$ cat config.mk
export PLATFORM = sky130hd
export DESIGN_NAME = qos_priority_mapper_policer
export DESIGN_NICKNAME = d
export VERILOG_FILES = /design/src/include/qos_pkg.sv /design/src/include/desc_if.sv /design/src/rtl/desc_buf.sv /design/src/rtl/qos_priority_mapper_policer.sv
export SDC_FILE = /design/constraint.sdc
export NUM_CORES = 1
export LEC_CHECK = 0
export BUFFER_PORTS_ARGS = -buffer_cell sky130_fd_sc_hd__buf_2
export CORE_AREA = 2 2 223 225
export DETAILED_ROUTE_END_ITERATION = 6
export DIE_AREA = 0 0 225 227
export PLACE_DENSITY_LB_ADDON = 0.3
export SYNTH_ARGS = -nofsm -noshare
export SYNTH_HDL_FRONTEND = slang
export SYNTH_SLANG_ARGS = --single-unit
$ cat constraint.sdc
create_clock -name i_clk -period 13.6 [get_ports i_clk]
set_input_delay 0.68 -clock i_clk [delete_from_list [all_inputs] [get_ports i_clk]]
set_output_delay 0.68 -clock i_clk [all_outputs]
set_load 0.01 [all_outputs]
$ cat src/include/qos_pkg.sv
/*
  constants, types and mapping functions for the qos priority mapper and policer.
  assumes one clock, synchronous active-high reset, descriptors from same-clock logic.
*/
// Overview of operation
// - service octet holds a six-bit code point above two unused bits
// - top three code point bits act as the legacy precedence value
// - precedence is three bits giving classes 0 to 7, 7 highest
// - auto queue assigned only to unclassified packets while qos is on
// - user priority 1 to queue 0, 2 to 1, 0 to 2, others same
// - precedence 1..7 map to queues 3,4,5,6,6,7,7
// - length over 1100 queue 2, 250 to 1100 queue 3, under 250 queue 5
// - under congestion, packets of queues below the floor are discarded
// - credit counts bytes and is capped at the bucket size
// - tokens added at a constant configured rate, never above size
// - send only when tokens cover the length, else stall
// - a sent packet debits its length from the bucket
// - shaping holds a short-credit packet until tokens suffice
// - policing drops or remarks the code point of a short-credit packet
// - markers tag green, yellow or red loss priority
// - single-rate fills committed bucket, overflow spills into excess bucket
// - single-rate green when committed credit covers length, then debit it
// - else yellow if excess suffices, otherwise red; drop consumes nothing
// - two-rate fills committed and peak buckets at their own rates
// - two-rate red when peak credit is short; red consumes nothing
// - two-rate green if committed also suffices, else yellow
package qos_pkg;

  localparam int LEN_W  = 16;
  localparam int TOK_W  = 24;
  localparam int RATE_W = 16;
  localparam int Q_W    = 3;

  localparam logic [LEN_W-1:0] LEN_LONG  = 16'h044c;
  localparam logic [LEN_W-1:0] LEN_SHORT = 16'h00fa;

  localparam logic [Q_W-1:0] Q_PREC0_DEF = 3'h2;
  localparam logic [Q_W-1:0] Q_PREC0_ALT = 3'h0;
  localparam logic [Q_W-1:0] Q_LEN_LONG  = 3'h2;
  localparam logic [Q_W-1:0] Q_LEN_MID   = 3'h3;
  localparam logic [Q_W-1:0] Q_LEN_SHORT = 3'h5;

  localparam int DSCP_LSB = 2;
  localparam int PREC_LSB = 3;

  localparam logic [TOK_W-1:0] TOK_RST = 24'h000000;

  typedef enum logic [1:0] {COL_GREEN, COL_YELLOW, COL_RED} color_t;
  typedef enum logic [1:0] {MTR_OFF, MTR_TB, MTR_SRTCM, MTR_TRTCM} meter_t;
  typedef enum logic [1:0] {SRC_L2, SRC_L3, SRC_LEN} src_t;
  typedef enum logic {ST_IDLE, ST_EVAL} hold_st_t;

  typedef struct packed {
    logic [Q_W-1:0]   queue;
    color_t           color;
    logic [5:0]       dscp;
    logic [LEN_W-1:0] len;
  } desc_t;

  function automatic logic [Q_W-1:0] l2_queue(input logic [2:0] upri);
    case (upri)
      3'h0:    l2_queue = 3'h2;
      3'h1:    l2_queue = 3'h0;
      3'h2:    l2_queue = 3'h1;
      default: l2_queue = upri;
    endcase
  endfunction : l2_queue

  function automatic logic [Q_W-1:0] l3_queue(input logic [2:0] prec,
                                               input logic [Q_W-1:0] p0q);
    case (prec)
      3'h0:    l3_queue = p0q;
      3'h1:    l3_queue = 3'h3;
      3'h2:    l3_queue = 3'h4;
      3'h3:    l3_queue = 3'h5;
      3'h4:    l3_queue = 3'h6;
      3'h5:    l3_queue = 3'h6;
      default: l3_queue = 3'h7;
    endcase
  endfunction : l3_queue

  function automatic logic [Q_W-1:0] len_queue(input logic [LEN_W-1:0] len);
    if (len > LEN_LONG)
      len_queue = Q_LEN_LONG;
    else if (len >= LEN_SHORT)
      len_queue = Q_LEN_MID;
    else
      len_queue = Q_LEN_SHORT;
  endfunction : len_queue

  function automatic logic [TOK_W-1:0] fill(input logic [TOK_W-1:0] cnt,
                                            input logic [TOK_W-1:0] inc,
                                            input logic [TOK_W-1:0] size);
    logic [TOK_W:0] s;
    s = {1'b0, cnt} + {1'b0, inc};
    if (s > {1'b0, size})
      fill = size;
    else
      fill = s[TOK_W-1:0];
  endfunction : fill

endpackage : qos_pkg

$ cat src/include/desc_if.sv
/*
  descriptor stream carrier between the classifier stage and the buffer.
  assumes both ends share one clock.
*/
`timescale 1ns/1ps
interface desc_if;
  logic           valid;
  logic           ready;
  qos_pkg::desc_t data;
  modport src (output valid, output data, input ready);
  modport snk (input valid, input data, output ready);
endinterface : desc_if

$ cat src/rtl/desc_buf.sv
/*
  two-entry skid buffer on the decided-descriptor path.
  assumes the downstream ready may drop at any cycle; no word is lost.
*/
`timescale 1ns/1ps
module desc_buf (
  input  wire logic i_clk,
  input  wire logic i_rst,
  input  wire logic i_ce,
  desc_if.snk       up,
  desc_if.src       dn
);
  logic           main_v_q;
  logic           skid_v_q;
  qos_pkg::desc_t main_q;
  qos_pkg::desc_t skid_q;
  wire            take = up.valid & ~skid_v_q;
  wire            pop  = main_v_q & dn.ready;
  wire            adv  = ~main_v_q | pop;

  assign up.ready = ~skid_v_q;
  assign dn.valid = main_v_q;
  assign dn.data  = main_q;

  always_ff @(posedge i_clk)
  begin
    if (i_rst)
    begin
      main_v_q <= 1'b0;
      skid_v_q <= 1'b0;
    end
    else if (i_ce)
    begin
      if (adv)
      begin
        main_v_q <= skid_v_q | take;
        skid_v_q <= 1'b0;
      end
      else if (take)
        skid_v_q <= 1'b1;
    end
  end

  always_ff @(posedge i_clk)
  begin
    if (i_ce && adv)
      main_q <= skid_v_q ? skid_q : up.data;
    if (i_ce && !adv && take)
      skid_q <= up.data;
  end

endmodule : desc_buf

$ cat src/rtl/qos_priority_mapper_policer.sv
/*
  qos datapath: queue mapping for unclassified packets, token bucket and
  three-colour metering, discard on congestion, skid buffer to the scheduler.
  assumes descriptors and configuration come from logic on i_clk.
*/
`timescale 1ns/1ps
module qos_priority_mapper_policer (
  input  wire logic                       i_clk,
  input  wire logic                       i_rst,
  input  wire logic                       i_ce,
  input  wire logic                       i_in_valid,
  output logic                            o_in_ready,
  input  wire logic [qos_pkg::LEN_W-1:0]  i_in_len,
  input  wire logic [2:0]                 i_in_upri,
  input  wire logic [7:0]                 i_in_tos,
  input  wire logic                       i_in_class_hit,
  input  wire logic [qos_pkg::Q_W-1:0]    i_in_class_queue,
  input  wire logic                       i_qos_en,
  input  wire logic [1:0]                 i_auto_src,
  input  wire logic                       i_prec0_alt,
  input  wire logic [1:0]                 i_meter_mode,
  input  wire logic                       i_police,
  input  wire logic                       i_red_drop,
  input  wire logic [5:0]                 i_remark_dscp,
  input  wire logic [qos_pkg::RATE_W-1:0] i_cir_inc,
  input  wire logic [qos_pkg::RATE_W-1:0] i_pir_inc,
  input  wire logic [qos_pkg::TOK_W-1:0]  i_cbs,
  input  wire logic [qos_pkg::TOK_W-1:0]  i_xbs,
  input  wire logic                       i_congested,
  input  wire logic [qos_pkg::Q_W-1:0]    i_congest_floor,
  output logic                            o_out_valid,
  input  wire logic                       i_out_ready,
  output logic [qos_pkg::Q_W-1:0]         o_out_queue,
  output logic [1:0]                      o_out_color,
  output logic [5:0]                      o_out_dscp,
  output logic [qos_pkg::LEN_W-1:0]       o_out_len,
  output logic                            o_drop,
  output logic                            o_wait,
  output logic [qos_pkg::TOK_W-1:0]       o_tc_tokens,
  output logic [qos_pkg::TOK_W-1:0]       o_te_tokens
);

  // held descriptor
  qos_pkg::hold_st_t             st_q;
  qos_pkg::hold_st_t             st_d;
  logic                          rdy_q;
  logic [qos_pkg::LEN_W-1:0]     len_q;
  logic [2:0]                    upri_q;
  logic [7:0]                    tos_q;
  logic                          hit_q;
  logic [qos_pkg::Q_W-1:0]       cq_q;

  // token state
  logic [qos_pkg::TOK_W-1:0]     tc_q;
  logic [qos_pkg::TOK_W-1:0]     te_q;
  logic [qos_pkg::TOK_W-1:0]     tc_d;
  logic [qos_pkg::TOK_W-1:0]     te_d;
  logic                          drop_q;
  logic                          wait_q;

  // decision
  qos_pkg::color_t               color;
  logic                          wait_tok;
  logic                          drop;
  logic                          deb_c;
  logic                          deb_e;
  logic                          remark;

  desc_if up_if ();
  desc_if dn_if ();

  wire qos_pkg::meter_t mode = qos_pkg::meter_t'(i_meter_mode);
  wire qos_pkg::src_t   src  = qos_pkg::src_t'(i_auto_src);
  wire                  eval = (st_q == qos_pkg::ST_EVAL);
  wire                  accept = i_in_valid & rdy_q;

  wire [5:0] dscp = tos_q[7:qos_pkg::DSCP_LSB];
  wire [2:0] prec = dscp[5:qos_pkg::PREC_LSB];

  wire [qos_pkg::Q_W-1:0] p0q = i_prec0_alt ? qos_pkg::Q_PREC0_ALT
                                            : qos_pkg::Q_PREC0_DEF;
  wire [qos_pkg::Q_W-1:0] q_l2  = qos_pkg::l2_queue(upri_q);
  wire [qos_pkg::Q_W-1:0] q_l3  = qos_pkg::l3_queue(prec, p0q);
  wire [qos_pkg::Q_W-1:0] q_len = qos_pkg::len_queue(len_q);
  wire [qos_pkg::Q_W-1:0] q_auto = (src == qos_pkg::SRC_L2) ? q_l2 :
                                   (src == qos_pkg::SRC_L3) ? q_l3 : q_len;
  wire [qos_pkg::Q_W-1:0] queue = hit_q    ? cq_q   :
                                  i_qos_en ? q_auto : p0q;

  wire c_ok = (tc_q >= {8'h00, len_q});
  wire e_ok = (te_q >= {8'h00, len_q});
  wire cong_drop = i_congested & (queue < i_congest_floor);

  always_comb
  begin
    color    = qos_pkg::COL_GREEN;
    wait_tok = 1'b0;
    drop     = 1'b0;
    deb_c    = 1'b0;
    deb_e    = 1'b0;
    remark   = 1'b0;
    case (mode)
      qos_pkg::MTR_TB:
      begin
        if (c_ok)
          deb_c = 1'b1;
        else if (!i_police)
          wait_tok = 1'b1;
        else
        begin
          color  = qos_pkg::COL_RED;
          drop   = i_red_drop;
          remark = ~i_red_drop;
        end
      end
      qos_pkg::MTR_SRTCM:
      begin
        if (c_ok)
          deb_c = 1'b1;
        else if (e_ok)
        begin
          color = qos_pkg::COL_YELLOW;
          deb_e = 1'b1;
        end
        else
        begin
          color  = qos_pkg::COL_RED;
          drop   = i_red_drop;
          remark = ~i_red_drop;
        end
      end
      qos_pkg::MTR_TRTCM:
      begin
        if (!e_ok)
        begin
          color  = qos_pkg::COL_RED;
          drop   = i_red_drop;
          remark = ~i_red_drop;
        end
        else if (c_ok)
        begin
          deb_c = 1'b1;
          deb_e = 1'b1;
        end
        else
        begin
          color = qos_pkg::COL_YELLOW;
          deb_e = 1'b1;
        end
      end
      default:
      begin
        color = qos_pkg::COL_GREEN;
      end
    endcase
    if (cong_drop)
      drop = 1'b1;
  end

  wire go   = eval & ~wait_tok;
  wire fire = go & (drop | up_if.ready);
  wire sent = fire & ~drop;

  wire [qos_pkg::TOK_W-1:0] tc_b = tc_q - ((sent & deb_c) ? {8'h00, len_q} : 24'h000000);
  wire [qos_pkg::TOK_W-1:0] te_b = te_q - ((sent & deb_e) ? {8'h00, len_q} : 24'h000000);

  wire [qos_pkg::TOK_W:0]   c_sum = {1'b0, tc_b} + {9'h000, i_cir_inc};
  wire [qos_pkg::TOK_W-1:0] spill = (c_sum > {1'b0, i_cbs}) ?
                                    c_sum[qos_pkg::TOK_W-1:0] - i_cbs : 24'h000000;

  assign tc_d = qos_pkg::fill(tc_b, {8'h00, i_cir_inc}, i_cbs);
  assign te_d = (mode == qos_pkg::MTR_SRTCM) ? qos_pkg::fill(te_b, spill, i_xbs) :
                qos_pkg::fill(te_b, {8'h00, i_pir_inc}, i_xbs);

  assign up_if.valid      = go & ~drop;
  assign up_if.data.queue = queue;
  assign up_if.data.color = color;
  assign up_if.data.dscp  = remark ? i_remark_dscp : dscp;
  assign up_if.data.len   = len_q;

  always_comb
  begin
    st_d = st_q;
    case (st_q)
      qos_pkg::ST_IDLE:
      begin
        if (accept)
          st_d = qos_pkg::ST_EVAL;
      end
      qos_pkg::ST_EVAL:
      begin
        if (fire)
          st_d = qos_pkg::ST_IDLE;
      end
      default:
      begin
        st_d = qos_pkg::ST_IDLE;
      end
    endcase
  end

  always_ff @(posedge i_clk)
  begin
    if (i_rst)
    begin
      st_q   <= qos_pkg::ST_IDLE;
      rdy_q  <= 1'b0;
      drop_q <= 1'b0;
      wait_q <= 1'b0;
    end
    else if (i_ce)
    begin
      st_q   <= st_d;
      rdy_q  <= (st_d == qos_pkg::ST_IDLE);
      drop_q <= fire & drop;
      wait_q <= eval & wait_tok;
    end
  end

  always_ff @(posedge i_clk)
  begin
    if (i_rst)
    begin
      tc_q <= qos_pkg::TOK_RST;
      te_q <= qos_pkg::TOK_RST;
    end
    else if (i_ce)
    begin
      tc_q <= tc_d;
      te_q <= te_d;
    end
  end

  always_ff @(posedge i_clk)
  begin
    if (i_ce && accept)
    begin
      len_q  <= i_in_len;
      upri_q <= i_in_upri;
      tos_q  <= i_in_tos;
      hit_q  <= i_in_class_hit;
      cq_q   <= i_in_class_queue;
    end
  end

  desc_buf u_buf (
    .i_clk (i_clk),
    .i_rst (i_rst),
    .i_ce  (i_ce),
    .up    (up_if),
    .dn    (dn_if)
  );

  assign dn_if.ready = i_out_ready;
  assign o_in_ready  = rdy_q;
  assign o_out_valid = dn_if.valid;
  assign o_out_queue = dn_if.data.queue;
  assign o_out_color = dn_if.data.color;
  assign o_out_dscp  = dn_if.data.dscp;
  assign o_out_len   = dn_if.data.len;
  assign o_drop      = drop_q;
  assign o_wait      = wait_q;
  assign o_tc_tokens = tc_q;
  assign o_te_tokens = te_q;

  wire unc = eval & i_qos_en & ~hit_q;
endmodule : qos_priority_mapper_policer

==> qor.csv, run 1 <==
stage,metric,value,unit
drt,first_pass_iters,7,
placed_design,place_ws,-0.512,ns
clock_tree,hold_buffers,0,
synth,synth_cell_types,85,
critical_path,cp_slowest_cell,or4_1,
cells_and_area,fill_cells,4988,
global_routing,track_usage,0.214,
worst_hold_path,hold_start,i_in_class_queue[1],
critical_path,critPathMaxStageDelay,0.55,ns
clock_tree,cts-root-buf,clkbuf_16,
flow_run,cap_violations,0,
critical_path,worst-path-buf-inv,8,
critical_path,cp_max_fo,9,
sta,hold_slack,0.406,ns
critical_path,critPathCaptureType,flip-flop,
synth,syn-num-nets,2059,
drt,vias,14600,
synth,syn_area,0.0145,mm²
critical_path,timing.rr.end,o_te_tokens[15]$_SDFFE_PP0P_,
global_routing,grt_start_max_net_pins,36,
placed_design,finalWeightedCongestion,0.944,
critical_path,r2r_start,len_q[2]$_DFFE_PP_,
worst_hold_path,worstHoldPathType,input pin to flip-flop,
global_routing,grt_remaining_overflow,0,
synth,synth_warnings,0,
critical_path,criticalPathCategory,flip-flop to flip-flop,
drt,wl,56300,µm
floorplan,coreArea,0.0485,mm²
sta,setup_tns,0,ns
global_routing,grt_pass1_wl,82300,µm
status,status,finished with violations,
clock_tree,clkSlewWorstSetupHoldPaths,0.08,ns
drt,drtIter0Drc,1055,
global_routing,first_global_vias,14000,
drt,wl_per_cell,20.9,µm
cells_and_area,area.growth.synth_to_final,24.8,%
drt,drtAntennaViolNets,0,
sta,setup_viol,0,
synth,syn_avg_cell_area,8.43,µm²
drt,drc_errors,1,
critical_path,reg2reg_depth,66,
status,violations,design-rule violations,
sta,post-route-period-util,0.955,
worst_hold_path,hold_path_depth,1,
synth,ys_seq_area_frac,0.247,
clock_tree,ctsLongestPathBuffers,2,
floorplan,die_w,225,µm
critical_path,critPathRequiredTime,13.97,ns
global_routing,antenna_found_initial,0,
clock_tree,clock-sinks,137,
critical_path,critPathLaunchType,flip-flop,
sta,hold_viol_final,0,
cells_and_area,antenna_cells,0,
clock_tree,cts_tree,built,
synth,synth-seq-cells,137,
sta,fin_skew,0.0219,ns
sta,maxSlewHeadroom,0.315,
synth,async_flop_share,0,
synth,postSynthCellCount,1717,
placed_design,hpwl,46700,µm
floorplan,dieArea,0.0511,mm²
synth,synth-edff-count,83,
sta,slew_viol_final,0,
critical_path,critPathArrivalTime,13.36,ns
sta,layout_setup_ws,0.610,ns
cells_and_area,drive_gt1_frac,0.232,
floorplan,fp.dieH,227,µm
synth,synthFlopType,edfxtp_1,
critical_path,critical-path-top-delay-family,compound AO/OA/AOI/OAI gates,
floorplan,initial_core_util,0.298,
critical_path,crit_cells,66,
clock_tree,h-tree-depth,4,
floorplan,rows,81,
worst_hold_path,min_to,cq_q[1]$_DFFE_PP_,
floorplan,ios,213,
sta,tightest_slew,1.02,ns
clock_tree,cts_buffers,17,
placed_design,port_buffers,210,
critical_path,rrSetupSlack,0.61,ns
sta,fmax,77.0,MHz
cells_and_area,nNetsFinal,2398,
drt,drt-vias-per-instance,5.43,
clock_tree,clk_latency,0.46,ns
cells_and_area,post-route-util,0.372,
sta,fin_crit,12.99,ns
==> cell usage in the layout, fill, tap and decap left out, types with 29 or more instances in the layout <==
| cell | synthesis | layout |
|---|---|---|
| a21oi_1 | 133 | 129 |
| nand2_1 | 158 | 158 |
| o21a_1 | 31 | 31 |
| xnor2_1 | 71 | 69 |
| buf_4 | 0 | 154 |
| a21o_1 | 73 | 73 |
| edfxtp_1 | 83 | 83 |
| xor2_1 | 31 | 31 |
| dfxtp_1 | 54 | 54 |
| mux2i_1 | 36 | 35 |
| nand2b_1 | 29 | 29 |
| ha_1 | 202 | 200 |
| o21ai_0 | 97 | 91 |
| buf_2 | 11 | 210 |
| nor3_1 | 31 | 31 |
| nor2_1 | 148 | 142 |
| inv_1 | 114 | 114 |
==> registers in the layout, indices dropped and copies added (netlist names), 3 cells and up <==
name	count
tos_q	6
len_q	16
u_buf.skid_q	27
o_te_tokens	24
o_tc_tokens	24
upri_q	3
u_buf.dn.data	27
cq_q	3
==> per-layer routing <==
layer / GRT usage / wire (µm)
met5: 0 / 0
met4: 0.0769 / 2060
met3: 0.0376 / 3570
met2: 0.356 / 26000
met1: 0.279 / 24700
==> cells in the mapped netlist, types with 12 or more instances <==
library cell / count / area share
ha_1: 202 / 0.17
nand2_1: 158 / 0.041
nor2_1: 148 / 0.038
a21oi_1: 133 / 0.046
inv_1: 114 / 0.030
o21ai_0: 97 / 0.034
edfxtp_1: 83 / 0.17
a21o_1: 73 / 0.038
xnor2_1: 71 / 0.043
dfxtp_1: 54 / 0.075
mux2i_1: 36 / 0.025
clkbuf_1: 32 / 0.0083
nor3_1: 31 / 0.011
o21a_1: 31 / 0.016
xor2_1: 31 / 0.019
nand2b_1: 29 / 0.013
a211oi_1: 24 / 0.012
nand4_1: 23 / 0.0099
nor2b_1: 22 / 0.0095
mux2_2: 20 / 0.016
nand3_1: 20 / 0.0069
o211ai_1: 20 / 0.010
and3_1: 18 / 0.0078
a31oi_1: 16 / 0.0069
and2_1: 15 / 0.0065
nor4_1: 14 / 0.0060
a311oi_1: 12 / 0.0073
==> per-stage QoR <==
stage,std cells,area [µm²]
2_1_floorplan,1717,14500
3_3_place_gp,2651,17200
3_5_place_dp,2651,17200
4_1_cts,2685,17800
5_1_grt,2691,18100
6_report,2691,18100
==> worst max path at each step <==
stage               slack [ns]                           end          startpoint
global placement         -0.53  o_te_tokens[15]$_SDFFE_PP0P_  len_q[2]$_DFFE_PP_
global route             -0.04  o_te_tokens[15]$_SDFFE_PP0P_  len_q[2]$_DFFE_PP_
floorplan                 0.74  o_te_tokens[15]$_SDFFE_PP0P_  len_q[2]$_DFFE_PP_
detailed placement       -0.51  o_te_tokens[15]$_SDFFE_PP0P_  len_q[2]$_DFFE_PP_
finish                    0.61  o_te_tokens[15]$_SDFFE_PP0P_  len_q[2]$_DFFE_PP_
CTS                     0.0003  o_te_tokens[15]$_SDFFE_PP0P_  len_q[2]$_DFFE_PP_
==> kinds of logic (layout without fill, tap and decap cells) <==
group,Yosys count,in the layout,synth area share
buffers and inverters,162,513,0.0450
AND/OR/NAND/NOR,524,524,0.177
flip-flops,137,137,0.247
multiplexers,57,57,0.0414
XOR/XNOR,102,102,0.0617
AO/OA/AOI/OAI,527,528,0.245
adder cells (fa/ha/maj),208,208,0.183
==> timing repair <==
| action | in CTS | in global routing |
|---|---|---|
| pin swaps | 0 | 16 |
| gates cloned | 1 | 0 |
| gates resized for setup | 10 | 36 |
| buffers inserted | 1 | 6 |
| setup endpoints to repair | 24 | 24 |
==> final cells by class <==
class / count / area [µm²] / share of cell area
multi-input cells: 1419 / 10500 / 0.580
flip-flops and latches: 137 / 3570 / 0.198
repair buffers: 366 / 2240 / 0.124
well taps: 622 / 778 / 0.0431
inverters: 115 / 432 / 0.0239
clock buffers: 18 / 429 / 0.0238
clock inverters: 14 / 138 / 0.00762
Power of run 1 is left out: the tool's default activity adds up to more than one toggle a clock period on the data nets, which glitch-free logic cannot reach.
==> inputs of run 2 (changes only) <==
--- a/config.mk
+++ b/config.mk
@@ -10,6 +10,7 @@
 export DETAILED_ROUTE_END_ITERATION = 6
 export DIE_AREA = 0 0 225 227
 export PLACE_DENSITY_LB_ADDON = 0.3
+export RECOVER_POWER = 50
 export SYNTH_ARGS = -nofsm -noshare
 export SYNTH_HDL_FRONTEND = slang
 export SYNTH_SLANG_ARGS = --single-unit
==> run 2 against run 1 <==
  * The run ends with max-capacitance violations, max-slew violations left
  * Die area stayed put
  * Fmax is 0.29% lower
  * Setup slack worse by 0.038 ns
  * Via count is 0.36% lower
  * Critical path depth stayed put
  * Register-to-register slack worse by 0.04 ns
  * Non-clock buffer count stayed put
  * First-iteration DRC count stayed put
  * Largest cell class unchanged
==> qor.csv, run 2 (same netlist as run 1, synthesis figures left out) <==
stage,metric,value,unit
cells_and_area,nNetsFinal,2398,
critical_path,critPathCaptureType,flip-flop,
placed_design,placed_cell_area,0.0172,mm²
global_routing,grt_start_max_net_pins,36,
critical_path,criticalPathCategory,flip-flop to flip-flop,
clock_tree,ctsLongestPathBuffers,2,
sta,hold_slack,0.406,ns
clock_tree,clk_latency,0.46,ns
floorplan,dieArea,0.0511,mm²
critical_path,critPathLaunchType,flip-flop,
clock_tree,clkSlewWorstSetupHoldPaths,0.08,ns
critical_path,cp_slowest_cell,or4_1,
floorplan,die_w,225,µm
global_routing,antenna_found_initial,0,
cells_and_area,fill_cells,5007,
clock_tree,cts-root-buf,clkbuf_16,
critical_path,worst-path-buf-inv,8,
cells_and_area,layout_common_cells,"ha_1 (200), buf_2 (162), nand2_1 (158)",
critical_path,rrSetupSlack,0.57,ns
sta,fmax,76.8,MHz
drt,drtAntennaViolNets,0,
critical_path,reg2reg_depth,66,
drt,wl,56200,µm
drt,drt-vias-per-instance,5.41,
critical_path,critPathRequiredTime,13.96,ns
cells_and_area,antenna_cells,0,
sta,tightest_slew,2.33,ns
global_routing,use_met2,0.356,
drt,drc_errors,0,
sta,setup_viol,0,
global_routing,busiest_layer,met2,
global_routing,first_global_vias,14000,
sta,hold_viol_final,0,
cells_and_area,seqCellArea,0.00357,mm²
cells_and_area,layout_commonest_cell,ha_1,
drt,wl_per_cell,20.9,µm
cells_and_area,post-route-util,0.370,
worst_hold_path,worstHoldPathType,input pin to flip-flop,
floorplan,fp.dieH,227,µm
sta,maxSlewHeadroom,-0.556,
global_routing,use_met1,0.279,
cells_and_area,multi_input_area,0.0105,mm²
global_routing,grt_remaining_overflow,0,
sta,post-route-period-util,0.958,
drt,vias,14500,
drt,drtIter0Drc,1055,
critical_path,cp_max_fo,9,
floorplan,coreArea,0.0485,mm²
flow_run,cap_violations,4,
sta,fin_crit,13.03,ns
placed_design,hpwl,46700,µm
cells_and_area,area.growth.synth_to_final,24.2,%
clock_tree,hold_buffers,0,
sta,slew_viol_final,132,
drt,first_pass_iters,5,
floorplan,initial_core_util,0.298,
global_routing,track_usage,0.214,
critical_path,critical-path-top-delay-family,compound AO/OA/AOI/OAI gates,
cells_and_area,final_area,0.0180,mm²
clock_tree,cts_buffers,17,
worst_hold_path,min_to,len_q[6]$_DFFE_PP_,
floorplan,rows,81,
sta,fin_skew,0.0223,ns
critical_path,critPathMaxStageDelay,0.55,ns
status,status,finished with violations,
clock_tree,cts_tree,built,
clock_tree,clock-sinks,137,
floorplan,ios,213,
critical_path,r2r_start,len_q[2]$_DFFE_PP_,
worst_hold_path,hold_start,i_in_len[6],
critical_path,critPathArrivalTime,13.39,ns
worst_hold_path,hold_path_depth,1,
global_routing,grt_use_met3,0.0376,
cells_and_area,drive_gt1_frac,0.205,
placed_design,port_buffers,210,
critical_path,timing.rr.end,o_te_tokens[15]$_SDFFE_PP0P_,
placed_design,finalWeightedCongestion,0.944,
status,violations,"max-capacitance violations, max-slew violations",
clock_tree,h-tree-depth,4,
global_routing,grt_pass1_wl,82300,µm
==> run 2: cell types whose count changed in the layout (fill, tap and decap cells not counted) <==
cell      before  now
buf_2        210  162
buf_4        154  141
clkbuf_1       1   57
clkbuf_4       0    5
==> run 2: repair_timing <==
item | in CTS | in global routing
resized for setup | 10 | 36
hold endpoints to repair | 0 | 0
buffers inserted | 1 | 6
pin swaps | 0 | 16
endpoints found under the setup margin | 24 | 24
gates cloned | 1 | 0
==> run 2: per-layer routing <==
metal / routed length [µm] / vias up / part of all wire
met5: 0 / - / 0
met4: 2010 / 0 / 0.036
met3: 3540 / 81 / 0.063
met2: 26000 / 463 / 0.46
met1: 24600 / 6961 / 0.44
li1: - / 7044 / -
==> run 2: worst max-delay path by stage <==
stage	cells after the start	slack [ns]	start	end
floorplan	65	0.74	len_q[2]$_DFFE_PP_	o_te_tokens[15]$_SDFFE_PP0P_
global placement	65	-0.53	len_q[2]$_DFFE_PP_	o_te_tokens[15]$_SDFFE_PP0P_
detailed placement	65	-0.51	len_q[2]$_DFFE_PP_	o_te_tokens[15]$_SDFFE_PP0P_
CTS	66	0.0003	len_q[2]$_DFFE_PP_	o_te_tokens[15]$_SDFFE_PP0P_
global route	69	-0.05	len_q[2]$_DFFE_PP_	o_te_tokens[22]$_SDFFE_PP0P_
finish	66	0.57	len_q[2]$_DFFE_PP_	o_te_tokens[15]$_SDFFE_PP0P_
==> run 2: metrics by stage <==
step / setup TNS [ns] / setup slack, ns / instances
floorplan: 0 / 0.740 / 1717
finish: 0 / 0.573 / 2691
detailed placement: -10.22 / -0.512 / 2651
global route: -0.143 / -0.0451 / 2691
global placement: -10.01 / -0.532 / 2651
CTS: 0 / 0.000343 / 2685
==> run 2: area by class of cell <==
cell class,instances,area share
Tap cell,622,0.0433
Timing Repair Buffer,366,0.120
Inverter,115,0.0240
Clock buffer,18,0.0239
Multi-Input combinational cell,1419,0.583
Clock inverter,14,0.00766
Sequential cell,137,0.199
Power of run 2 is left out for the same reason.
==> inputs of run 3 (changes only) <==
--- a/config.mk
+++ b/config.mk
@@ -7,6 +7,8 @@
 export LEC_CHECK = 0
 export BUFFER_PORTS_ARGS = -buffer_cell sky130_fd_sc_hd__buf_2
 export CORE_AREA = 2 2 223 225
+export CTS_CLUSTER_DIAMETER = 150
+export CTS_CLUSTER_SIZE = 12
 export DETAILED_ROUTE_END_ITERATION = 6
 export DIE_AREA = 0 0 225 227
 export PLACE_DENSITY_LB_ADDON = 0.3
==> constraint.sdc (replaced) <==
create_clock -name i_clk -period 10.8 [get_ports i_clk]
set_input_delay 0.54 -clock i_clk [delete_from_list [all_inputs] [get_ports i_clk]]
set_output_delay 0.54 -clock i_clk [all_outputs]
set_load 0.01 [all_outputs]
==> run 3 against run 2 <==
  * Sequential share of layout area down 2.7 points
  * Cell count up 11%
  * Routed wire length up 8.5%
  * Final area up 16%
  * Critical endpoint is now o_te_tokens[18]$_SDFFE_PP0P_
  * Fmax up 8.1%
  * The flow finishes with violations (negative setup slack)
==> qor.csv, run 3 (same netlist as run 1, synthesis figures left out) <==
stage,metric,value,unit
placed_design,hpwl,50400,µm
cells_and_area,post-route-util,0.429,
cells_and_area,fill_cells,4754,
clock_tree,ctsLongestPathBuffers,2,
sta,fmax,83.0,MHz
global_routing,grt_pass1_wl,90100,µm
critical_path,cp_max_fo,7,
critical_path,critPathLaunchType,flip-flop,
sta,post-route-period-util,1.12,
floorplan,fp.dieH,227,µm
critical_path,critPathRequiredTime,11.09,ns
drt,first_pass_iters,6,
drt,drc_errors,0,
cells_and_area,seqCellArea,0.00357,mm²
status,violations,negative setup slack,
cells_and_area,multi_input_area,0.0110,mm²
global_routing,antenna_found_initial,3,
cells_and_area,layout_commonest_cell,buf_4,
flow_run,cap_violations,0,
global_routing,grt_start_max_net_pins,35,
cells_and_area,area.growth.synth_to_final,44.0,%
floorplan,coreArea,0.0485,mm²
critical_path,criticalPathCategory,flip-flop to flip-flop,
sta,setup_viol,24,
drt,drtAntennaViolNets,0,
cells_and_area,nNetsFinal,2684,
floorplan,rows,81,
critical_path,startpoint,len_q[11]$_DFFE_PP_,
clock_tree,clock-sinks,137,
status,status,finished with violations,
worst_hold_path,hold_start,i_in_len[8],
drt,drt-vias-per-instance,5.29,
floorplan,ios,213,
clock_tree,clk_latency,0.45,ns
floorplan,initial_core_util,0.298,
drt,wl,60900,µm
drt,vias,15800,
cells_and_area,fin_cells,2979,
cells_and_area,layout_common_cells,"buf_4 (416), buf_2 (208), ha_1 (189)",
sta,slew_viol_final,0,
clock_tree,cts_tree,built,
worst_hold_path,worstHoldPathType,input pin to flip-flop,
sta,maxSlewHeadroom,0.341,
critical_path,critPathArrivalTime,12.34,ns
placed_design,port_buffers,210,
critical_path,r2r_start,len_q[11]$_DFFE_PP_,
sta,fin_skew,0.0188,ns
floorplan,die_w,225,µm
sta,hold_viol_final,0,
drt,drtIter0Drc,1153,
global_routing,grt_remaining_overflow,0,
clock_tree,cts_buffers,17,
critical_path,critPathCaptureType,flip-flop,
critical_path,cp_slowest_cell,or4_1,
sta,layout_setup_ws,-1.25,ns
clock_tree,h-tree-depth,4,
placed_design,finalWeightedCongestion,0.984,
clock_tree,cts-root-buf,clkbuf_16,
global_routing,first_global_vias,15400,
floorplan,dieArea,0.0511,mm²
clock_tree,clkSlewWorstSetupHoldPaths,0.08,ns
sta,tightest_slew,0.987,ns
cells_and_area,drive_gt1_frac,0.362,
sta,fin_crit,12.05,ns
critical_path,critPathMaxStageDelay,0.50,ns
sta,rsz0062_at_grt,true,
placed_design,placed_cells,2896,
global_routing,track_usage,0.232,
drt,wl_per_cell,20.5,µm
## run 3: cell count changes in the layout (fill, tap and decap cells not counted), moves of 8 or more
cell / previous run / this run
buf_6: 1 / 15
buf_4: 141 / 416
a21oi_1: 129 / 112
ha_1: 200 / 189
inv_1: 114 / 106
o21ai_0: 91 / 80
nor2_1: 142 / 131
buf_2: 162 / 208
clkbuf_1: 57 / 4
a21oi_2: 6 / 23
## run 3: layout make-up
class | instances | area share
timing repair buffer | 653 | 0.215
clock inverter | 15 | 0.00822
sequential | 137 | 0.171
tap | 622 | 0.0373
multi-input combinational | 1418 | 0.527
clock buffer | 17 | 0.0204
inverter | 115 | 0.0209
antenna | 2 | 0.000240
## run 3: worst paths after layout
| path | to | slack [ns] | cells after the start |
|---|---|---|---|
| worst min register to register | o_drop$_SDFFE_PP0P_ | 0.51 | 2 |
| worst max register to register | o_te_tokens[18]$_SDFFE_PP0P_ | -1.25 | 61 |
| worst max-delay path | o_te_tokens[18]$_SDFFE_PP0P_ | -1.25 | 61 |
| worst min-delay path | len_q[8]$_DFFE_PP_ | 0.26 | 1 |
## run 3: worst max-delay path: cells and delay by family, from the launching register on
kind	cells	cell delay (ns)
AO/OA/AOI/OAI	30	5.39
AND/OR/NAND/NOR	16	2.94
adder cells (fa/ha/maj)	7	1.98
buffers and inverters	4	0.47
XOR/XNOR	3	0.44
flip-flops	1	0.43
multiplexers	1	0.21
## run 3: metal layers
metal	part of all wire	global-route usage	vias up
met5	0.00021	0	-
met4	0.036	0.0805	2
met3	0.062	0.0363	100
met2	0.46	0.379	547
met1	0.44	0.311	7490
li1	-	-	7631
## run 3: what timing repair did
item | in CTS | in global routing
resized for setup | 51 | 82
hold buffers | 0 | 0
setup endpoints to repair | 24 | 24
cloned | 1 | 0
setup buffers | 37 | 16
pin swaps | 69 | 83
hold endpoints to repair | 0 | 0
## run 3: stage by stage
stage | setup TNS [ns] | hold WS, ns | setup WS (ns) | area, µm²
CTS | -29.05 | 0.248 | -1.27 | 20400
global route | -42.23 | 0.255 | -1.86 | 20800
global placement | -31.73 | 0.479 | -1.39 | 19200
floorplan | -17.30 | 0.450 | -0.776 | 14700
finish | -28.37 | 0.262 | -1.25 | 20800
detailed placement | -36.28 | 0.490 | -1.58 | 19200
Power of run 3 is left out for the same reason.
